<file path="src/hdl/tmux_defs.vh">
// Functional notes
// - Each pin picks one source: syncs, blankings, fields, DE, cadence, audio, four user.
// - Each pin has a host-set drive strength, low after reset.
// - All pins go high impedance while format select equals zero.
// - Pin one defaults to horizontal sync after reset.
// - Pin two defaults to horizontal blanking after reset.
// - Pin three defaults to vertical sync after reset.
// - Pin four defaults to vertical blanking after reset.
// - Pin five defaults to field sync after reset.
// - Pin six defaults to field digital after reset.
`ifndef TMUX_DEFS_VH
`define TMUX_DEFS_VH

// Register byte offsets.
`define SEL_LO_OFS    4'h0
`define SEL_HI_OFS    4'h4
`define DRIVE_OFS     4'h8
`define STATUS_OFS    4'hc

// Source codes.
`define SRC_HSYNC     4'h0
`define SRC_HBLANK    4'h1
`define SRC_VSYNC     4'h2
`define SRC_VBLANK    4'h3
`define SRC_FSYNC     4'h4
`define SRC_FDIG      4'h5
`define SRC_DE        4'h6
`define SRC_CADENCE   4'h7
`define SRC_AFS       4'h8
`define SRC_USER1     4'h9
`define SRC_USER2     4'ha
`define SRC_USER3     4'hb
`define SRC_USER4     4'hc

// Reset value of the packed select word, four bits per pin, pin one lowest.
`define SEL_RESET     24'h543210
`define DRIVE_RESET   6'h00
`define SEL_W         4
`define NUM_PINS      6

// AXI responses.
`define RESP_OKAY     2'h0
`define RESP_SLVERR   2'h2

`endif
</file>
<file path="src/hdl/src_pick.v">
`timescale 1ns/1ps
`include "tmux_defs.vh"

// *****************************
// Registered source selector
// *****************************
module src_pick (
   // Clock and reset
   input  wire        clk,
   input  wire        rst_n,
   // Sources and select
   input  wire [12:0] src,
   input  wire [3:0]  sel,
   // Result
   output reg         pin_q
);

   // Unused codes give a quiet low rather than an arbitrary source.
   function pick;
      input [12:0] s;
      input [3:0]  c;
      begin
         if (c <= `SRC_USER4) begin
            pick = s[c];
         end else begin
            pick = 1'b0;
         end
      end
   endfunction

   always @(posedge clk or negedge rst_n) begin
      if (!rst_n) begin
         pin_q <= 1'b0;
      end else begin
         pin_q <= pick(src, sel);
      end
   end

endmodule

</file>
<file path="src/hdl/timing_output_selector.v">
`timescale 1ns/1ps
`include "tmux_defs.vh"

module timing_output_selector (
   // Clock and reset
   input  wire        REF_CLK,
   input  wire        RESETN,
   // Timing sources from the generator
   input  wire        HSYNC,
   input  wire        HBLANK,
   input  wire        VSYNC,
   input  wire        VBLANK,
   input  wire        FSYNC,
   input  wire        FDIGITAL,
   input  wire        DISPLAY_EN,
   input  wire        FILM_CADENCE_FIELD_ID,
   input  wire        AUDIO_FRAME_SYNC_PULSE,
   input  wire [3:0]  USER_TIMING,
   // Format select pins
   input  wire [5:0]  VIDEO_FORMAT_SELECT,
   // Timing pins
   output reg  [5:0]  TIMING_OUT,
   output reg  [5:0]  TIMING_OE_N,
   output reg  [5:0]  TIMING_DRIVE_HIGH,
   // AXI4-Lite write address
   input  wire [3:0]  S_AXI_AWADDR,
   input  wire        S_AXI_AWVALID,
   output reg         S_AXI_AWREADY,
   // AXI4-Lite write data
   input  wire [31:0] S_AXI_WDATA,
   input  wire [3:0]  S_AXI_WSTRB,
   input  wire        S_AXI_WVALID,
   output reg         S_AXI_WREADY,
   // AXI4-Lite write response
   output reg  [1:0]  S_AXI_BRESP,
   output reg         S_AXI_BVALID,
   input  wire        S_AXI_BREADY,
   // AXI4-Lite read address
   input  wire [3:0]  S_AXI_ARADDR,
   input  wire        S_AXI_ARVALID,
   output reg         S_AXI_ARREADY,
   // AXI4-Lite read data
   output reg  [31:0] S_AXI_RDATA,
   output reg  [1:0]  S_AXI_RRESP,
   output reg         S_AXI_RVALID,
   input  wire        S_AXI_RREADY
);

   // *****************************
   // Input synchronisers
   // *****************************
   reg  [5:0]  fmt_meta_q;
   reg  [5:0]  fmt_q;
   reg         hiz_q;
   wire [12:0] src;
   wire [5:0]  pick_q;
   reg  [23:0] sel_q;
   reg  [5:0]  drive_q;
   reg         aw_q;
   reg         w_q;
   reg  [3:0]  awaddr_q;
   reg  [31:0] wdata_q;
   reg  [3:0]  wstrb_q;
   reg  [31:0] rd_d;
   reg  [1:0]  rresp_d;
   wire [31:0] sel_lo_m;
   wire [31:0] sel_hi_m;
   wire [31:0] drive_m;
   genvar      g;

   // The format pins are asynchronous, so only the second stage is looked at.
   always @(posedge REF_CLK or negedge RESETN) begin
      if (!RESETN) begin
         fmt_meta_q <= 6'h00;
         fmt_q      <= 6'h00;
         hiz_q      <= 1'b1;
      end else begin
         fmt_meta_q <= VIDEO_FORMAT_SELECT;
         fmt_q      <= fmt_meta_q;
         hiz_q      <= (fmt_q == 6'h00);
      end
   end

   assign src = {USER_TIMING, AUDIO_FRAME_SYNC_PULSE, FILM_CADENCE_FIELD_ID, DISPLAY_EN,
                 FDIGITAL, FSYNC, VBLANK, VSYNC, HBLANK, HSYNC};

   // *****************************
   // Per-pin selection
   // *****************************
   generate
      for (g = 0; g < `NUM_PINS; g = g + 1) begin : pin
         src_pick u_pick (
            .clk   (REF_CLK),
            .rst_n (RESETN),
            .src   (src),
            .sel   (sel_q[g*`SEL_W +: `SEL_W]),
            .pin_q (pick_q[g])
         );
      end
   endgenerate

   // The pick stage already registers the pin; this stage lines it up with the
   // enable so a pin never drives stale data as it leaves high impedance.
   always @(posedge REF_CLK or negedge RESETN) begin
      if (!RESETN) begin
         TIMING_OUT        <= 6'h00;
         TIMING_OE_N       <= 6'h3f;
         TIMING_DRIVE_HIGH <= `DRIVE_RESET;
      end else begin
         TIMING_OUT        <= pick_q;
         TIMING_OE_N       <= {6{hiz_q}};
         TIMING_DRIVE_HIGH <= drive_q;
      end
   end

   // *****************************
   // Register bus, write side
   // *****************************
   function [31:0] merge;
      input [31:0] old;
      input [31:0] dat;
      input [3:0]  stb;
      integer      i;
      begin
         merge = old;
         for (i = 0; i < 4; i = i + 1) begin
            if (stb[i]) begin
               merge[i*8 +: 8] = dat[i*8 +: 8];
            end
         end
      end
   endfunction

   // Both bus sides decode only the word part of the address.
   function [3:0] word_ofs;
      input [3:0] a;
      begin
         word_ofs = {a[3:2], 2'b00};
      end
   endfunction

   // Byte lanes are merged into the stored words before they are cut to width.
   assign sel_lo_m = merge({16'h0000, sel_q[15:0]}, wdata_q, wstrb_q);
   assign sel_hi_m = merge({24'h000000, sel_q[23:16]}, wdata_q, wstrb_q);
   assign drive_m  = merge({26'h0000000, drive_q}, wdata_q, wstrb_q);

   always @(posedge REF_CLK or negedge RESETN) begin
      if (!RESETN) begin
         aw_q          <= 1'b0;
         w_q           <= 1'b0;
         awaddr_q      <= 4'h0;
         wdata_q       <= 32'h00000000;
         wstrb_q       <= 4'h0;
         S_AXI_AWREADY <= 1'b0;
         S_AXI_WREADY  <= 1'b0;
         S_AXI_BVALID  <= 1'b0;
         S_AXI_BRESP   <= `RESP_OKAY;
         sel_q         <= `SEL_RESET;
         drive_q       <= `DRIVE_RESET;
      end else begin
         S_AXI_AWREADY <= !aw_q && !S_AXI_AWREADY && !S_AXI_BVALID && S_AXI_AWVALID;
         S_AXI_WREADY  <= !w_q && !S_AXI_WREADY && !S_AXI_BVALID && S_AXI_WVALID;
         if (S_AXI_AWVALID && S_AXI_AWREADY) begin
            aw_q     <= 1'b1;
            awaddr_q <= S_AXI_AWADDR;
         end
         if (S_AXI_WVALID && S_AXI_WREADY) begin
            w_q     <= 1'b1;
            wdata_q <= S_AXI_WDATA;
            wstrb_q <= S_AXI_WSTRB;
         end
         if (aw_q && w_q && !S_AXI_BVALID) begin
            aw_q         <= 1'b0;
            w_q          <= 1'b0;
            S_AXI_BVALID <= 1'b1;
            S_AXI_BRESP  <= `RESP_OKAY;
            case (word_ofs(awaddr_q))
               `SEL_LO_OFS: begin
                  sel_q[15:0] <= sel_lo_m[15:0];
               end
               `SEL_HI_OFS: begin
                  sel_q[23:16] <= sel_hi_m[7:0];
               end
               `DRIVE_OFS: begin
                  drive_q <= drive_m[5:0];
               end
               `STATUS_OFS: begin
                  S_AXI_BRESP <= `RESP_OKAY;
               end
               default: begin
                  S_AXI_BRESP <= `RESP_SLVERR;
               end
            endcase
         end
         if (S_AXI_BVALID && S_AXI_BREADY) begin
            S_AXI_BVALID <= 1'b0;
         end
      end
   end

   // *****************************
   // Register bus, read side
   // *****************************
   always @* begin
      rd_d    = 32'h00000000;
      rresp_d = `RESP_OKAY;
      case (word_ofs(S_AXI_ARADDR))
         `SEL_LO_OFS: rd_d = {16'h0000, sel_q[15:0]};
         `SEL_HI_OFS: rd_d = {24'h000000, sel_q[23:16]};
         `DRIVE_OFS:  rd_d = {26'h0000000, drive_q};
         `STATUS_OFS: rd_d = {25'h0000000, hiz_q, fmt_q};
         default:     rresp_d = `RESP_SLVERR;
      endcase
   end

   always @(posedge REF_CLK or negedge RESETN) begin
      if (!RESETN) begin
         S_AXI_ARREADY <= 1'b0;
         S_AXI_RVALID  <= 1'b0;
         S_AXI_RDATA   <= 32'h00000000;
         S_AXI_RRESP   <= `RESP_OKAY;
      end else begin
         S_AXI_ARREADY <= !S_AXI_ARREADY && !S_AXI_RVALID && S_AXI_ARVALID;
         if (S_AXI_ARVALID && S_AXI_ARREADY) begin
            S_AXI_RVALID <= 1'b1;
            S_AXI_RDATA  <= rd_d;
            S_AXI_RRESP  <= rresp_d;
         end else if (S_AXI_RVALID && S_AXI_RREADY) begin
            S_AXI_RVALID <= 1'b0;
         end
      end
   end

endmodule

</file>
<file path="config.mk">
export PLATFORM = sky130hd
export DESIGN_NAME = timing_output_selector
export DESIGN_NICKNAME = d
export VERILOG_FILES = /design/src/hdl/src_pick.v /design/src/hdl/timing_output_selector.v
export VERILOG_INCLUDE_DIRS = /design/src /design/src/hdl
export SDC_FILE = /design/constraint.sdc
export NUM_CORES = 1
export LEC_CHECK = 0
export ABC_AREA = 1
export BUFFER_PORTS_ARGS = -buffer_cell sky130_fd_sc_hd__buf_2
export CORE_UTILIZATION = 45
export CTS_CLUSTER_SIZE = 10
export DETAILED_ROUTE_END_ITERATION = 8
export PLACE_DENSITY_LB_ADDON = 0.15
export SLEW_MARGIN = 20
export SYNTH_ARGS = -nofsm -noshare
export SYNTH_HDL_FRONTEND = slang
export SYNTH_HIERARCHICAL = 1
export SYNTH_SLANG_ARGS = --single-unit
export TNS_END_PERCENT = 10
</file>
<file path="constraint.sdc">
create_clock -name REF_CLK -period 2.12 [get_ports REF_CLK]
set_input_delay 0.106 -clock REF_CLK [delete_from_list [all_inputs] [get_ports REF_CLK]]
set_output_delay 0.106 -clock REF_CLK [all_outputs]
set_load 0.005 [all_outputs]
</file>
-- Word-level counts from Yosys, hierarchy flattened
Cells that the tools add are included.
- flip-flop bits (word level): 123
- logic and storage cells: 104
- bits of input ports: 70
- reductions and logical operators: 33
- order comparisons: 12
- multiplexer cells: 27
- eq/ne operators: 5
- operators with widths (kind ; count):
    one-hot mux 32 bit (4 select lines) ; 1
    less-than comparator 4 x 5 -> 1 bit, second input constant ; 6
    binary-select mux 1 bit (select 4 bit) ; 6
    less-or-equal comparator 4 bit, second input constant ; 6
    2-to-1 mux 1 bit ; 20
    logical AND 1 bit ; 15
    AND reduction 3 bit ; 4
    nonzero test 2 bit ; 4
    logical NOT 1 bit ; 7
    == test 2 bit, second input constant ; 3
    logical NOT 6 bit ; 1
    == test 2 x 1 -> 1 bit, second input constant ; 2
    logical NOT 2 bit ; 2

-- Logic depth before layout (Yosys ltp)
- depth after elaboration: 4
- depth in mapped cells: 8
- gate-level depth less buffers: 8

-- Hierarchy
The synthesis kept the hierarchy.
- by module, submodules not included (module ; instances ; area an instance (µm²) ; cells each ; sequential area each (µm²)):
    timing_output_selector ; 1 ; 3998.8 ; 410 ; 2488.6
    src_pick ; 6 ; 182.7 ; 38 ; 25.0

-- Least setup slack after synthesis
Ideal clock, no wire load.
- path kind: register to register
- start point: register awaddr_q[2]
- end point: register sel_q[14]
- stages on the path, launching flop included: 8
- period minus slack after synthesis: 1.141 ns
- data arrival time: 1.023 ns
- setup slack: 0.979 ns
- data required time: 2.002 ns
- buffers on the path: 1
- cells stage by stage: dfrtp_1 > inv_2 > nand2_2 > nor2_2 > nand2_4 > buf_6 > nand2_1 > o21ai_2
- word-level cells in the longest chain between the ends: 2
- ends and longest elaborated chain (element ; line ; text):
    start, declared ; timing_output_selector.v:61 ; reg [3:0] awaddr_q;
    start signal, assigned ; timing_output_selector.v:151 ; awaddr_q <= 4'h0;
    start signal, assigned ; timing_output_selector.v:165 ; awaddr_q <= S_AXI_AWADDR;
    logical NOT 2 bit ; timing_output_selector.v:177 ; case (word_ofs(awaddr_q))
    AND reduction 3 bit (no source line) ; -- ;
    end signal, assigned ; timing_output_selector.v:158 ; sel_q <= `SEL_RESET;
    end signal, assigned ; timing_output_selector.v:179 ; sel_q[15:0] <= sel_lo_m[15:0];
    end, declared ; timing_output_selector.v:57 ; reg [23:0] sel_q;
Every way passes these cells.
A chain may end at the register's enable or synchronous reset.

-- Worst setup path after layout
- start point: register S_AXI_ARREADY
- end point: register S_AXI_RDATA[7]
- word-level cells in the longest chain between the ends: 1
- ends and longest elaborated chain (element ; line ; text):
    start, declared ; timing_output_selector.v:41 ; output reg S_AXI_ARREADY,
    start signal, assigned ; timing_output_selector.v:223 ; S_AXI_ARREADY <= !S_AXI_ARREADY && !S_AXI_RVALID && S_AXI_ARVALID;
    logical AND 1 bit ; timing_output_selector.v:224 ; if (S_AXI_ARVALID && S_AXI_ARREADY) begin
    end signal, assigned ; timing_output_selector.v:226 ; S_AXI_RDATA <= rd_d;
    end, declared ; timing_output_selector.v:43 ; output reg [31:0] S_AXI_RDATA,
Every way passes these cells.

==> key figures <==
Placed design
  • PortBufs: 86
  • GPL Wtd Cong: 0.895
  • DP Cell Count: 852
  • DP HPWL: 8530 um
  • Worst slack, placed: 795 ps

Yosys
  • Synth area leader: dfrtp_1
  • Syn_area_per_cell: 7.99 um^2
  • Post-synthesis cell count: between 600 and 700
  • Main combinational cell family by area after synthesis: simple AND/OR/NAND/NOR gates
  • Area fraction of the dominant cell type after synthesis: 47.2%
  • Netlist Area Pre-Place: 0.00509 mm^2
  • Synth top cells by count: nand2_1, dfrtp_1, nand3_1
  • Sequential-to-total area share from yosys stat: 51.8%
  • Yosys reg bits: 105
  • YS warnings: 6
  • Synth Area in Simple Gates: about 32%
  • Most common cell in the netlist: nand2_1
  • FFs w/ async S/R, synth: 100%
  • Compound-Gate Fraction of Synth Area: 4.89%
  • Netlist cell types: 29
  • Post-Synth Adder-Cell Area: 0%
  • Synth Area in XOR/XNOR: 0%
  • Cells taking the most area after synthesis: dfrtp_1, nand2_1, nand3_1
  • Main flop type after synthesis: dfrtp_1
  • EDFF count, synth: 0
  • Post-synthesis mux area share: 0%

Clocking
  • Num CTS Buffers: 9
  • H-Tree Depth: 3
  • Root buffer cell: clkbuf_16
  • Sink Count: 105
  • CTS tree: built
  • Worst skew pair latency: 350 ps
  • Clock Path Buffers: 2
  • Clock Pin Slew Worst Setup and Hold Paths: about 70 ps

Critical path
  • Arrival time worst endpoint: 1610 ps
  • Reg2reg start: S_AXI_ARREADY
  • Critical Path Source: S_AXI_ARREADY
  • CP startpoint kind: flop
  • CP Max Fanout: 12
  • Buf/Inv on CP: 1
  • Slowest-stage cell, CP: dfrtp_1
  • CP cell instances: nand2_1 -> inv_1 -> nand3_1 -> nand3_1
  • Crit-path leading delay family: simple AND/OR/NAND/NOR gates
  • Worst setup EP type: flop
  • Worst path max stage delay: roughly 400 ps
  • WS Path Type: reg -> reg
  • WP data required: ~2400 ps
  • Crit-path most repeated cell: nand3_1

Die
  • Row cnt: 38
  • Starting Density: 46.6%
  • # IOs: 129
  • Die Ht: 108 um
  • Die area: 0.0118 mm^2
  • Chip Width: 108 um
  • Core area: between 0.01 and 0.015 mm^2

Final layout
  • Nets@finish: about 820
  • # diodes: 0
  • Area Growth Syn to Fin: 21.9%
  • Final cell count without fillers: between 800 and 900
  • Layout cells sized above 1: 19.5%

Power and ir drop
  • LEAKAGE: approximately 3.4 nW
  • Worst vdd ir: 0.585 mV
  • Power density over cell area: about 1200 mW/mm^2

GRT
  • Tot GR Track Use: 21.9%
  • Total grt overflow: 0
  • Global-route wire length before repair: 19500 um
  • Antenna violations before repair: 0
  • Largest net degree at the start of global routing: 47
  • Vias in the first global route: about 4100

Detailed routing
  • Drt pass-1 iters: 7
  • Final WL: 12000 um
  • DRT antenna net count: 0
  • Vias: 4449
  • DR WL/cell: 13.3 um
  • Initial drt markers: 250
  • Routed vias/inst: about 5
  • Drt drc: 0

Timing
  • Fin worst setup slack: ~740 ps
  • Final clock period utilization by the worst path: 65.2%
  • RSZ-0062 raised after global routing: false
  • Period minus WS final: 1380 ps
  • Final Max Tran Viols: 0
  • F_max: about 720 MHz
  • Layout Skew: 5.99 ps
  • Final Hold Vio Count: 0
  • Rel. slew slack: between 50% and 60%
  • Final setup violation count: 0
  • Setup TNS Final: 0 ps
  • Least-Margin Pin Slew: 619 ps

Worst hold path
  • Min-delay src: S_AXI_ARVALID
  • Min-delay worst type: in -> reg

Status
  • Status: complete, no violations

Flow run
  • MaxCap Viol Count: 0
==> cells by family (layout without fill, tap and decap cells) <==
family          Yosys count  count (layout)
simple gates            375             375
compound gates           39              39
buf+inv                 118             220
flops                   105             105
other cells               1              20
==> area by class of cell <==
type / instances / area [um^2]
sequential: 105 / 2640
inverter: 84 / 320
multi-input combinational: 434 / 1960
tap: 140 / 175
timing repair buffer: 120 / 778
clock buffer: 10 / 239
fill: 1004 / 4730
clock inverter: 6 / 96.3
==> worst paths after layout <==
path,cells after the start,slack [ps],end
max in group asynchronous,3,1170,TIMING_DRIVE_HIGH[3]
setup reg to reg,4,740,S_AXI_RDATA[7]
min in group asynchronous,2,260,TIMING_OUT[5]
hold reg to reg,0,350,TIMING_OUT[2]
setup / recovery,4,740,S_AXI_RDATA[7]
hold / removal,2,40,S_AXI_ARREADY
==> state kept, by name, indices dropped and copies added, names as in the netlist, 2 cells and up <==
signal / flops
TIMING_DRIVE_HIGH: 6
pin.u_pick/pin_q: 6
fmt_q: 6
TIMING_OUT: 6
sel_q: 24
drive_q: 6
S_AXI_RDATA: 16
wdata_q: 16
awaddr_q: 2
wstrb_q: 2
fmt_meta_q: 6
==> worst reg2reg max path, stage by stage (launching register included) <==
cell     delay [ps]
dfrtp_1         400
nand2_1         340
inv_1           300
nand3_1         160
nand3_1          70
==> where the power goes <==
part	switching, mW	leakage, nW	internal (mW)	total [mW]
sequential	0.676	1.31	2.74	3.41
combinational	1.32	1.97	0.862	2.18
clock	0.749	0.161	1.08	1.83
total	2.75	3.45	4.68	7.43
==> metrics by stage <==
stage	instance area [um^2]	power [mW]	utilization [%]	hold WS, ps
6_report	6210	7.43	56.8	37.8
5_1_grt	6210	8.00	56.8	26.4
4_1_cts	6210	7.48	56.8	17.2
3_5_place_dp	5560	5.58	50.9	98.3
3_3_place_gp	5560	5.49	50.9	96.8
2_1_floorplan	5170	4.79	-	-190
==> placed cells by master, fill, tap and decap left out, types with 7 or more instances in the layout <==
cell           netlist  layout
nand2_1            252     252
dfrtp_1             96      96
nand3_1             86      86
buf_2                5      85
inv_1               69      69
dlygate4sd3_1        0      31
conb_1               1      20
inv_2               14      14
o21ai_0             14      14
dfstp_2              9       9
nor2_1               9       9
clkbuf_16            0       9
o21ai_2              7       7
==> timing repair <==
action / CTS / global route
hold endpoints to repair: 59 / 0
gates resized for setup: 0 / 0
setup buffers: 0 / 0
hold buffers: 31 / 0
==> per-layer routing <==
layer	share of wire, %	GRT usage, %	up-vias
met5	0	0	-
li1	-	-	2178
met4	2.8	9.46	0
met3	6.7	4.88	24
met1	43	27.6	2088
met2	47	36.0	159
Power figures use the tool's default switching activity.
